--- src/rtl/turb_pkg.sv ---
// constants for the upper configuration register bank of the transceiver
package turb_pkg;
    localparam int unsigned ADDR_W = 7;
    localparam int unsigned DATA_W = 8;

    // register offsets
    localparam logic [6:0] ADR_DATA_PORT   = 7'h00;
    localparam logic [6:0] ADR_OP_MODE     = 7'h01;
    localparam logic [6:0] ADR_RATE_MSB    = 7'h02;
    localparam logic [6:0] ADR_RATE_LSB    = 7'h03;
    localparam logic [6:0] ADR_FLAGS       = 7'h3f;
    localparam logic [6:0] ADR_PIN_MAP_LO  = 7'h40;
    localparam logic [6:0] ADR_PIN_MAP_HI  = 7'h41;
    localparam logic [6:0] ADR_REVISION    = 7'h42;
    localparam logic [6:0] ADR_GAIN_REF    = 7'h43;
    localparam logic [6:0] ADR_GAIN_THR1   = 7'h44;
    localparam logic [6:0] ADR_GAIN_THR2   = 7'h45;
    localparam logic [6:0] ADR_GAIN_THR3   = 7'h46;
    localparam logic [6:0] ADR_REF_SELECT  = 7'h58;
    localparam logic [6:0] ADR_HP_AMP      = 7'h5a;
    localparam logic [6:0] ADR_SYNTH_BW    = 7'h5c;
    localparam logic [6:0] ADR_LOW_NOISE_BW = 7'h5e;
    localparam logic [6:0] ADR_CAL_TEMP    = 7'h6c;
    localparam logic [6:0] ADR_RATE_FRAC   = 7'h70;

    // reset values
    localparam logic [7:0] RST_OP_MODE     = 8'h01;
    localparam logic [7:0] RST_RATE_MSB    = 8'h1a;
    localparam logic [7:0] RST_RATE_LSB    = 8'h0b;
    localparam logic [7:0] RST_FLAGS       = 8'h40;
    localparam logic [7:0] RST_PIN_MAP     = 8'h00;
    localparam logic [7:0] RST_GAIN_REF    = 8'hd3;
    localparam logic [7:0] RST_GAIN_THR1   = 8'h0e;
    localparam logic [7:0] RST_GAIN_THR2   = 8'h5b;
    localparam logic [7:0] RST_GAIN_THR3   = 8'hdb;
    localparam logic [7:0] RST_REF_SELECT  = 8'h09;
    localparam logic [7:0] RST_HP_AMP      = 8'h84;
    localparam logic [7:0] RST_PLL_BW      = 8'hd0;
    localparam logic [7:0] RST_CAL_TEMP    = 8'h00;
    localparam logic [7:0] RST_RATE_FRAC   = 8'h00;
    localparam logic [7:0] ZERO_BYTE       = 8'h00;

    // arbitrary neutral revision code
    localparam logic [7:0] REVISION_CODE   = 8'h1c;

    // operating-mode field layout and write mask (bit 7 unused)
    localparam int unsigned MOD_HI   = 6;
    localparam int unsigned MOD_LO   = 5;
    localparam int unsigned SHAPE_HI = 4;
    localparam int unsigned SHAPE_LO = 3;
    localparam int unsigned MODE_HI  = 2;
    localparam int unsigned MODE_LO  = 0;
    localparam logic [7:0] OP_MODE_MASK = 8'h7f;
    // fraction uses low nibble only
    localparam logic [7:0] FRAC_MASK    = 8'h0f;

    // flag bit positions; sticky ones clear by writing one
    localparam int unsigned FLG_FULL     = 7;
    localparam int unsigned FLG_EMPTY    = 6;
    localparam int unsigned FLG_LEVEL    = 5;
    localparam int unsigned FLG_OVERRUN  = 4;
    localparam int unsigned FLG_SENT     = 3;
    localparam int unsigned FLG_READY    = 2;
    localparam int unsigned FLG_CRC_OK   = 1;
    localparam int unsigned FLG_LOW_BAT  = 0;
    localparam logic [7:0] FLG_STICKY    = 8'h11;

    // bit-rate accumulator works in sixteenths of a clock
    localparam int unsigned ACC_W        = 21;
    localparam logic [20:0] ACC_STEP     = 21'h000010;

    typedef enum logic [1:0] {
        TURB_MOD_FSK   = 2'b00,
        TURB_MOD_OOK   = 2'b01,
        TURB_MOD_RSV2  = 2'b10,
        TURB_MOD_RSV3  = 2'b11
    } turb_mod_t;

    typedef enum logic [2:0] {
        TURB_SLEEP     = 3'b000,
        TURB_STANDBY   = 3'b001,
        TURB_TX_SYNTH  = 3'b010,
        TURB_TRANSMIT  = 3'b011,
        TURB_RX_SYNTH  = 3'b100,
        TURB_RECEIVE   = 3'b101
    } turb_mode_t;
endpackage

--- src/rtl/turb_regs.sv ---
// upper configuration register bank with data port, flags and bit-rate tick
//
// Local design decision: the address-and-strobe port.
`timescale 1ns/1ps
`default_nettype none
module turb_regs
    import turb_pkg::*;
(
    input  wire logic        clk,
    input  wire logic        rst_b,
    input  wire logic        clk_en,
    input  wire logic [6:0]  addr,
    input  wire logic [7:0]  wr_data,
    input  wire logic        wr_stb,
    input  wire logic        rd_stb,
    output logic      [7:0]  rd_data,
    output logic             tx_push,
    output logic      [7:0]  tx_byte,
    output logic             rx_pop,
    input  wire logic [7:0]  rx_byte,
    input  wire logic [7:0]  flag_in,
    input  wire logic        cal_done,
    input  wire logic [7:0]  cal_temp_in,
    output logic      [1:0]  modulation_kind,
    output logic      [1:0]  pulse_shaping_select,
    output logic      [2:0]  xcvr_mode,
    output logic             mode_written,
    output logic      [7:0]  pin_map_low,
    output logic      [7:0]  pin_map_high_clock_out,
    output logic      [7:0]  gain_control_reference,
    output logic      [7:0]  gain_threshold_one,
    output logic      [7:0]  gain_threshold_two,
    output logic      [7:0]  gain_threshold_three,
    output logic      [7:0]  reference_input_select,
    output logic      [7:0]  high_power_amp_setting,
    output logic      [7:0]  synth_loop_bandwidth,
    output logic      [7:0]  low_noise_loop_bandwidth,
    output logic             bit_tick
);
    logic [7:0]  op_mode;
    logic [7:0]  rate_msb;
    logic [7:0]  rate_lsb;
    logic [7:0]  bit_rate_fraction;
    logic [7:0]  flags;
    logic [7:0]  calibration_temperature;
    logic [20:0] rate_acc;

    // address decode, one-hot write selects
    wire wr_en      = clk_en & wr_stb;
    wire rd_en      = clk_en & rd_stb;
    wire sel_data   = (addr == ADR_DATA_PORT);
    wire sel_mode   = (addr == ADR_OP_MODE);
    wire sel_flags  = (addr == ADR_FLAGS);
    wire sel_frac   = (addr == ADR_RATE_FRAC);
    wire wr_mode    = wr_en & sel_mode;
    wire wr_flags   = wr_en & sel_flags;

    // modulation field; reserved codes are stored but touch nothing else
    wire [1:0] next_mod   = wr_data[MOD_HI:MOD_LO];
    // unused bit 7 masked off on write
    wire [7:0] next_op_mode = wr_data & OP_MODE_MASK;

    // read multiplexer; unmapped and test area read zero
    logic [7:0] read_mux;
    always_comb begin
        case (addr)
            ADR_DATA_PORT:    read_mux = rx_byte;
            ADR_OP_MODE:      read_mux = op_mode;
            ADR_RATE_MSB:     read_mux = rate_msb;
            ADR_RATE_LSB:     read_mux = rate_lsb;
            ADR_FLAGS:        read_mux = flags;
            ADR_PIN_MAP_LO:   read_mux = pin_map_low;
            ADR_PIN_MAP_HI:   read_mux = pin_map_high_clock_out;
            ADR_REVISION:     read_mux = REVISION_CODE;
            ADR_GAIN_REF:     read_mux = gain_control_reference;
            ADR_GAIN_THR1:    read_mux = gain_threshold_one;
            ADR_GAIN_THR2:    read_mux = gain_threshold_two;
            ADR_GAIN_THR3:    read_mux = gain_threshold_three;
            ADR_REF_SELECT:   read_mux = reference_input_select;
            ADR_HP_AMP:       read_mux = high_power_amp_setting;
            ADR_SYNTH_BW:     read_mux = synth_loop_bandwidth;
            ADR_LOW_NOISE_BW: read_mux = low_noise_loop_bandwidth;
            ADR_CAL_TEMP:     read_mux = calibration_temperature;
            ADR_RATE_FRAC:    read_mux = bit_rate_fraction;
            default:          read_mux = ZERO_BYTE;
        endcase
    end

    // read data stands only in the cycle after the strobe
    always_ff @(posedge clk or negedge rst_b) begin
        if (!rst_b) begin
            rd_data <= ZERO_BYTE;
        end else if (clk_en) begin
            rd_data <= rd_stb ? read_mux : ZERO_BYTE;
        end
    end

    // data port: write pushes one byte, read pops one byte
    // these and the mode write are the pulse-triggering accesses of the bank
    always_ff @(posedge clk or negedge rst_b) begin
        if (!rst_b) begin
            tx_push <= 1'b0;
            tx_byte <= ZERO_BYTE;
            rx_pop  <= 1'b0;
        end else if (clk_en) begin
            tx_push <= wr_stb & sel_data;
            rx_pop  <= rd_stb & sel_data;
            if (wr_stb & sel_data) begin
                tx_byte <= wr_data;
            end
        end
    end

    // mode write also pulses mode_written so the sequencer restarts
    always_ff @(posedge clk or negedge rst_b) begin
        if (!rst_b) begin
            op_mode      <= RST_OP_MODE;
            mode_written <= 1'b0;
        end else if (clk_en) begin
            mode_written <= wr_stb & sel_mode;
            if (wr_mode) begin
                op_mode <= next_op_mode;
            end
        end
    end

    // shaping meaning depends on modulation, decoded downstream
    always_ff @(posedge clk or negedge rst_b) begin
        if (!rst_b) begin
            modulation_kind      <= TURB_MOD_FSK;
            pulse_shaping_select <= RST_OP_MODE[SHAPE_HI:SHAPE_LO];
            xcvr_mode            <= RST_OP_MODE[MODE_HI:MODE_LO];
        end else if (clk_en && wr_mode) begin
            modulation_kind      <= next_mod;
            pulse_shaping_select <= wr_data[SHAPE_HI:SHAPE_LO];
            xcvr_mode            <= wr_data[MODE_HI:MODE_LO];
        end
    end

    // plain configuration registers, all reloaded at reset
    // test area has no storage, so stray writes cannot disturb it
    always_ff @(posedge clk or negedge rst_b) begin
        if (!rst_b) begin
            rate_msb                 <= RST_RATE_MSB;
            rate_lsb                 <= RST_RATE_LSB;
            pin_map_low              <= RST_PIN_MAP;
            pin_map_high_clock_out   <= RST_PIN_MAP;
            gain_control_reference   <= RST_GAIN_REF;
            gain_threshold_one       <= RST_GAIN_THR1;
            gain_threshold_two       <= RST_GAIN_THR2;
            gain_threshold_three     <= RST_GAIN_THR3;
            reference_input_select   <= RST_REF_SELECT;
            high_power_amp_setting   <= RST_HP_AMP;
            synth_loop_bandwidth     <= RST_PLL_BW;
            low_noise_loop_bandwidth <= RST_PLL_BW;
            bit_rate_fraction        <= RST_RATE_FRAC;
        end else if (wr_en) begin
            case (addr)
                ADR_RATE_MSB:     rate_msb                 <= wr_data;
                ADR_RATE_LSB:     rate_lsb                 <= wr_data;
                ADR_PIN_MAP_LO:   pin_map_low              <= wr_data;
                ADR_PIN_MAP_HI:   pin_map_high_clock_out   <= wr_data;
                ADR_GAIN_REF:     gain_control_reference   <= wr_data;
                ADR_GAIN_THR1:    gain_threshold_one       <= wr_data;
                ADR_GAIN_THR2:    gain_threshold_two       <= wr_data;
                ADR_GAIN_THR3:    gain_threshold_three     <= wr_data;
                ADR_REF_SELECT:   reference_input_select   <= wr_data;
                ADR_HP_AMP:       high_power_amp_setting   <= wr_data;
                ADR_SYNTH_BW:     synth_loop_bandwidth     <= wr_data;
                ADR_LOW_NOISE_BW: low_noise_loop_bandwidth <= wr_data;
                // fraction keeps only its four live bits
                ADR_RATE_FRAC:    bit_rate_fraction        <= wr_data & FRAC_MASK;
                default:          ;
            endcase
        end
    end

    // capture temperature at each calibration run; read-only to host
    always_ff @(posedge clk or negedge rst_b) begin
        if (!rst_b) begin
            calibration_temperature <= RST_CAL_TEMP;
        end else if (clk_en && cal_done) begin
            calibration_temperature <= cal_temp_in;
        end
    end

    // status flags: live bits follow inputs, sticky bits hold
    // a set arriving with the write-one clear wins, so no event is lost
    genvar gi;
    generate
        for (gi = 0; gi < DATA_W; gi++) begin : g_flag
            wire clr = wr_flags & wr_data[gi];
            always_ff @(posedge clk or negedge rst_b) begin
                if (!rst_b) begin
                    flags[gi] <= RST_FLAGS[gi];
                end else if (clk_en) begin
                    if (!FLG_STICKY[gi]) begin
                        flags[gi] <= flag_in[gi];
                    end else if (flag_in[gi]) begin
                        flags[gi] <= 1'b1;
                    end else if (clr) begin
                        flags[gi] <= 1'b0;
                    end
                end
            end
        end
    endgenerate

    // accumulator in sixteenths: period = 16*divisor + fraction
    // a zero divisor would tick every cycle rather than stall
    wire [20:0] period16  = {1'b0, rate_msb, rate_lsb, 4'h0} +
                            {17'h00000, bit_rate_fraction[3:0]};
    wire [20:0] acc_sum   = rate_acc + ACC_STEP;
    wire        acc_wrap  = (acc_sum >= period16);
    wire [20:0] next_acc  = acc_wrap ? (acc_sum - period16) : acc_sum;
    // a divisor or fraction write restarts the count; a large stale accumulator
    // would otherwise tick every cycle for a long time after a speed-up
    wire        rate_wr   = wr_en & ((addr == ADR_RATE_MSB) | (addr == ADR_RATE_LSB) | sel_frac);

    always_ff @(posedge clk or negedge rst_b) begin
        if (!rst_b) begin
            rate_acc <= 21'h000000;
            bit_tick <= 1'b0;
        end else if (clk_en) begin
            rate_acc <= rate_wr ? {ACC_W{1'b0}} : next_acc;
            bit_tick <= acc_wrap;
        end
    end
endmodule // turb_regs
`default_nettype wire

--- config.mk ---
export PLATFORM = sky130hd
export DESIGN_NAME = turb_regs
export DESIGN_NICKNAME = d
export VERILOG_FILES = /design/src/rtl/turb_pkg.sv /design/src/rtl/turb_regs.sv
export SDC_FILE = /design/constraint.sdc
export NUM_CORES = 1
export LEC_CHECK = 0
export BUFFER_PORTS_ARGS = -buffer_cell sky130_fd_sc_hd__buf_2
export CAP_MARGIN = 20
export CORE_ASPECT_RATIO = 1.1
export CORE_MARGIN = 2
export CORE_UTILIZATION = 50
export CTS_CLUSTER_DIAMETER = 50
export DETAILED_ROUTE_END_ITERATION = 10
export MAX_ROUTING_LAYER = met4
export PLACE_DENSITY_LB_ADDON = 0.2
export SLEW_MARGIN = 20
export SYNTH_ARGS = -nofsm -noshare
export SYNTH_HDL_FRONTEND = slang
export SYNTH_SLANG_ARGS = --single-unit
--- constraint.sdc ---
create_clock -name clk -period 3.4 [get_ports clk]
set_input_delay 0.34 -clock clk [delete_from_list [all_inputs] [get_ports clk]]
set_output_delay 0.34 -clock clk [all_outputs]
set_load 0.005 [all_outputs]
== Yosys cells after proc, flatten, opt, wreduce, memory -nomap -nowiden ==
Cells that the tools add are included.

* Register bits: 171
* Output and inout port bits: 107

* Add/subtract/negate cells: 3
* $lt $le $gt $ge: 1
* Equality and inequality tests: 17
* Muxes and demuxes: 8
* Bitwise logic cells: 11
* Reductions and logical operators: 22

{| class="wikitable"
|+ Operators by type and width
! kind !! count
|-
| 8-bit case mux with 18 select lines || 1
|-
| 7-bit equality test (second input constant) || 13
|-
| 21-bit two-way mux || 2
|-
| 2-bit AND reduction || 17
|-
| 20-bit by 4-bit adder with 21-bit output || 1
|-
| 21-bit by 5-bit adder with 21-bit output (second input constant) || 1
|-
| 21-bit greater-or-equal comparator || 1
|-
| 21-bit subtractor || 1
|-
| 7-bit by 2-bit equality test with 1-bit output (second input constant) || 2
|-
| 1-bit AND || 9
|-
| 8-bit two-way mux || 1
|-
| 7-bit by 1-bit equality test with 1-bit output (second input constant) || 1
|-
| 7-bit by 6-bit equality test with 1-bit output (second input constant) || 1
|-
| 7-bit logical NOT || 1
|-
| 1-bit two-way mux || 4
|-
| 2-bit nonzero test || 2
|-
| 1-bit logical AND || 2
|-
| 1-bit OR || 2
|}

== Longest topological paths before layout ==
* Word-level depth: 5
* Depth in mapped cells: 18
* Depth with buffers taken out: 14

== Worst setup path after synthesis ==
OpenSTA, ideal clock, no wires.

* Path type: register to register
* Start point: register rate_acc[4]
* End point: register rate_acc[7]
* Setup time: 0.080 ns
* Arrival time: 3.150 ns
* Required time: 3.320 ns
* Slack: 0.171 ns
* Cell stages (with the launch flop): 17
* Cell sequence: dfrtp_1 ha_1 and3_1 nand3_1 nand2b_1 xnor2_1 ha_1 a21o_1 a21o_1 a21oi_1 nor3b_1 nand3_2 and2_4 buf_8 buf_12 o31ai_1 o2bb2ai_1

* Word-level cells in the longest chain between the ends: 4
* Elaborated cells between the ends (all ways): 5
* Classes of those cells: add/sub (2); order compare (1); mux (2)

{| class="wikitable"
|+ Ends and longest elaborated chain
! item !! RTL line !! RTL
|-
| from (decl) || turb_regs.sv:46 || <nowiki>logic [20:0] rate_acc;</nowiki>
|-
| from (signal assigned) || turb_regs.sv:225 || <nowiki>rate_acc <= rate_wr ? {ACC_W{1'b0}} : next_acc;</nowiki>
|-
| 21-bit by 5-bit adder with 21-bit output (*) || turb_regs.sv:213 || <nowiki>wire [20:0] acc_sum = rate_acc + ACC_STEP;</nowiki>
|-
| 21-bit subtractor / 21-bit greater-or-equal comparator (equally long branches) || turb_regs.sv:215, turb_regs.sv:214 ||
|-
| 21-bit two-way mux (*) || turb_regs.sv:215 || <nowiki>wire [20:0] next_acc = acc_wrap ? (acc_sum - period16) : acc_sum;</nowiki>
|-
| 21-bit two-way mux (*) || turb_regs.sv:225 ||
|}

Every way passes the cells marked *; elsewhere a longest branch is shown, timed or not.
A chain may end at the register's enable or synchronous reset.

== Final worst setup path ==
* Start point: register rate_acc[10]
* End point: register rate_acc[13]

The elaborated chain is that of the path after synthesis.

==> impl_metrics.toml <==
[outcome]
run_status = "complete, no violations"

[clock_network]
tritoncts.num_buffers = 17
clk_pin_slew_ps = 70
cts_root_buffer = "sky130_fd_sc_hd__clkbuf_16"
cts_tree = "done"
clockBufferDepth = 2
cts_max_level = 4
clkSinkCount = 164
clock_insertion_delay_worst_skew_ps = 440

[synthesis]
synth_top_area_share_pct = 35.37
ys_top_cells_by_count = "sky130_fd_sc_hd__mux2_2, sky130_fd_sc_hd__dfrtp_1, sky130_fd_sc_hd__nand2_1"
post-synth-top-count-cell = "sky130_fd_sc_hd__mux2_2"
yosys.area_share.adder_pct = 3.147
syn_nets = 868
post_synthesis_area_per_instance_um2 = 11.22
cell_type_contributing_the_most_total_cell_area_after_synthesis = "sky130_fd_sc_hd__dfrtp_1"
synth_seq_area_share_pct = 46.19
synth_simple_gate_area_share_pct = 11.70
number_of_enable_type_register_cells_in_the_synthesized_netlist = 0
netlist_instances = 801
synth.ff_latch_count = 164
synthDistinctLibCells = 67
dominant_combinational_cell_family_by_area_after_synthesis = "multiplexers"
yosys_warnings = 0
synthTopCellsByArea = "sky130_fd_sc_hd__dfrtp_1, sky130_fd_sc_hd__mux2_2, sky130_fd_sc_hd__dfstp_2, sky130_fd_sc_hd__mux2i_1, sky130_fd_sc_hd__ha_1"
async_flop_share_pct = 100.0
predominant_post_synthesis_flop_cell = "sky130_fd_sc_hd__dfrtp_1"
synth_mux_area_share_pct = 19.68
syn_std_cell_area_um2 = 8985
synth_compound_area_share_pct = 12.95
synthXorXnorAreaFrac_pct = 2.924

[drt]
totalWireLength_mm = 27.66
post_drt_wl_per_cell_um = 22.75
dr.pass1.iters = 5
antenna_violating_nets_post_route = 0
wl_met3_mm = 1.816
met1Wirelength_mm = 11.45
met2WireLength_mm = 13.16
num_vias = 7342
vias_per_cell = 6.038
drt_drc_violations_left = 0
drt_iter0_markers = 558
highest-signal-layer = "met4"

[floorplan]
fp.dieW_um = 131.8
floorplan_die_area_um2 = 19060
dieHeight_um = 144.6
effective_utilization_at_floorplan_pct = 50.83
core_um2 = 17680
num_io_pins = 152
num_rows = 51

[timing]
finalWorstPathRequiredPeriod_ps = 3242
whs_ps = 16.19
finalClockSkew_ps = 9.335
drv_slew = 0
final.setup.tns_ps = 0
clock.fmax_mhz = 308.5
unrepaired_setup_endpoints_after_global_routing = "true"
worst_slack_ps = 158.0
timing.final.setup_violations = 0
final.period_utilization_pct = 95.35
final-hold-violation-count = 0
tightest_slew_ps = 951.6
timing.slew.headroom_pct = 36.56

[global_route]
grt_antenna_before_repair = 0
wire_length_of_the_first_global_routing_pass_mm = 42.01
grt_overflow_total = 0
gr-usage-all-layers_pct = 30.15
grt_pass1_vias = 7227
grt_max_degree = 103

[setup_path]
worst_path_largest_cell_delay_ps = 400
critical_path_required_ps = 3680
critical_path_arrival_ps = 3520
cp-end-kind = "flop"
critical_path_peak_fanout = 9
path_delay_family = "simple AND/OR/NAND/NOR gates"
timing.critical_path.mode_cell = "sky130_fd_sc_hd__and3_1"
cp_cell_sequence = "and3_1 > and3_2 > and2_2 > nand4_1 > xnor2_2 > ha_1 > and3_1 > and3_1 > o311ai_2 > nand3_2 > and2_4 > mux2i_1 > o22ai_1"
critical_path.startpoint_type = "flop"
critical_path_class = "flop to flop"
critical-path-slowest-cell = "sky130_fd_sc_hd__dfrtp_1"
critical_path_buf_inv_count = 0

[placement]
dp.final_hpwl_mm = 19.66
dpl_worst_slack_ps = -70.85
place.gp.congestion = 0.9359
post_dp_cell_area_um2 = 10090
post-place-cells = 1181
portBuffers = 151

[layout]
final_layout_size_suffix_gt1_share_pct = 42.94
area_growth_syn_to_layout_pct = 19.89
non_filler_instance_count_after_layout = 1216
final.fill_count = 1511
finalInstanceArea_um2 = 10770
max_reg_flops = 21
diodes = 0
layout.nets = 1032
top_register = "rate_acc"

[power_and_ir_drop]
ir_drop_worst_case_vdd_uv = 384.8
p_per_area_nw_per_um2 = 674.2
power.leakage_nw = 5.227

[flow_run]
cap_violations = 0

[hold_path]
timing.hold.worst.class = "input port to asynchronous set/reset pin"
==> final cells by class <==
cell class	count	area [um2]	share of cell area, %
Sequential cell	164	4150	38.53
Clock buffer	17	425.4	3.949
Inverter	35	131.4	1.220
Timing Repair Buffer	181	987.2	9.165
Tap cell	238	297.8	2.765
Multi-Input combinational cell	566	4606	42.76
Clock inverter	15	173.9	1.615
==> per-stage QoR <==
stage / utilization [%] / power, W
after detailed placement: 57.06 / 0.005166
after global placement: 57.06 / 0.005144
after floorplan: - / 0.004522
after global routing: 60.94 / 0.007688
after CTS: 60.50 / 0.007129
final: 60.94 / 0.007262
==> placed cells by master (no fill, tap or decap), types with 5 or more instances in the layout <==
cell,count
sky130_fd_sc_hd__inv_8,5
sky130_fd_sc_hd__a222oi_1,10
sky130_fd_sc_hd__nand2_1,43
sky130_fd_sc_hd__mux2_2,131
sky130_fd_sc_hd__ha_1,19
sky130_fd_sc_hd__o21ai_0,26
sky130_fd_sc_hd__mux2i_1,27
sky130_fd_sc_hd__a31oi_1,8
sky130_fd_sc_hd__dfstp_2,37
sky130_fd_sc_hd__a22oi_1,18
sky130_fd_sc_hd__nand3_1,24
sky130_fd_sc_hd__nor2_1,35
sky130_fd_sc_hd__nor3_1,8
sky130_fd_sc_hd__nor2b_1,9
sky130_fd_sc_hd__nand4_1,11
sky130_fd_sc_hd__nor3_2,5
sky130_fd_sc_hd__xnor2_1,17
sky130_fd_sc_hd__buf_2,150
sky130_fd_sc_hd__xor2_1,11
sky130_fd_sc_hd__o21ai_1,6
sky130_fd_sc_hd__a211oi_1,7
sky130_fd_sc_hd__inv_1,34
sky130_fd_sc_hd__o2bb2ai_1,10
sky130_fd_sc_hd__nand2b_1,8
sky130_fd_sc_hd__clkbuf_16,17
sky130_fd_sc_hd__dfrtp_1,127
sky130_fd_sc_hd__and3_1,13
sky130_fd_sc_hd__a22o_1,9
sky130_fd_sc_hd__a221oi_1,7
sky130_fd_sc_hd__a21oi_1,17
sky130_fd_sc_hd__a21o_1,11
sky130_fd_sc_hd__buf_4,30
==> kinds of logic after synthesis <==
group	count (synthesis)
mux	159
simple gates	193
compound gates	161
fa+ha+maj	22
xor+xnor	30
buf+inv	72
flops	164
==> where the power goes <==
part / leakage [nW] / total [W] / internal, W / switching, W
combinational: 2.87 / 0.00291 / 0.00129 / 0.00161
sequential: 2.06 / 0.00240 / 0.00219 / 0.000206
clock: 0.294 / 0.00196 / 0.000999 / 0.000958
total: 5.23 / 0.00726 / 0.00449 / 0.00278
==> layer usage <==
metal	global-route usage [%]	vias to the layer above
li1	-	3306
met1	37.45	3669
met2	48.33	287
met3	6.099	80
met4	13.22	0
met5	-	-
==> worst paths after layout <==
path / startpoint / end / slack [ps] / cells past startpoint
max in group asynchronous: rst_b / flags[6] / 2440 / 2
min reg2reg: rd_data[0] / rd_data[0] / 490 / 1
min in group clk: cal_temp_in[1] / calibration_temperature[1] / 130 / 2
max: rate_acc[10] / rate_acc[13] / 160 / 13
min: rst_b / rate_acc[15] / 20 / 1
max reg2reg: rate_acc[10] / rate_acc[13] / 160 / 13
==> what timing repair did <==
action / 4_1_cts / 5_1_grt
resized for setup: 2 / 13
hold buffers: 0 / 0
setup endpoints to repair: 1 / 22
cloned: 0 / 1
buffers inserted: 0 / 2
pin swaps: 0 / 1
Power figures use the tool's default switching activity.
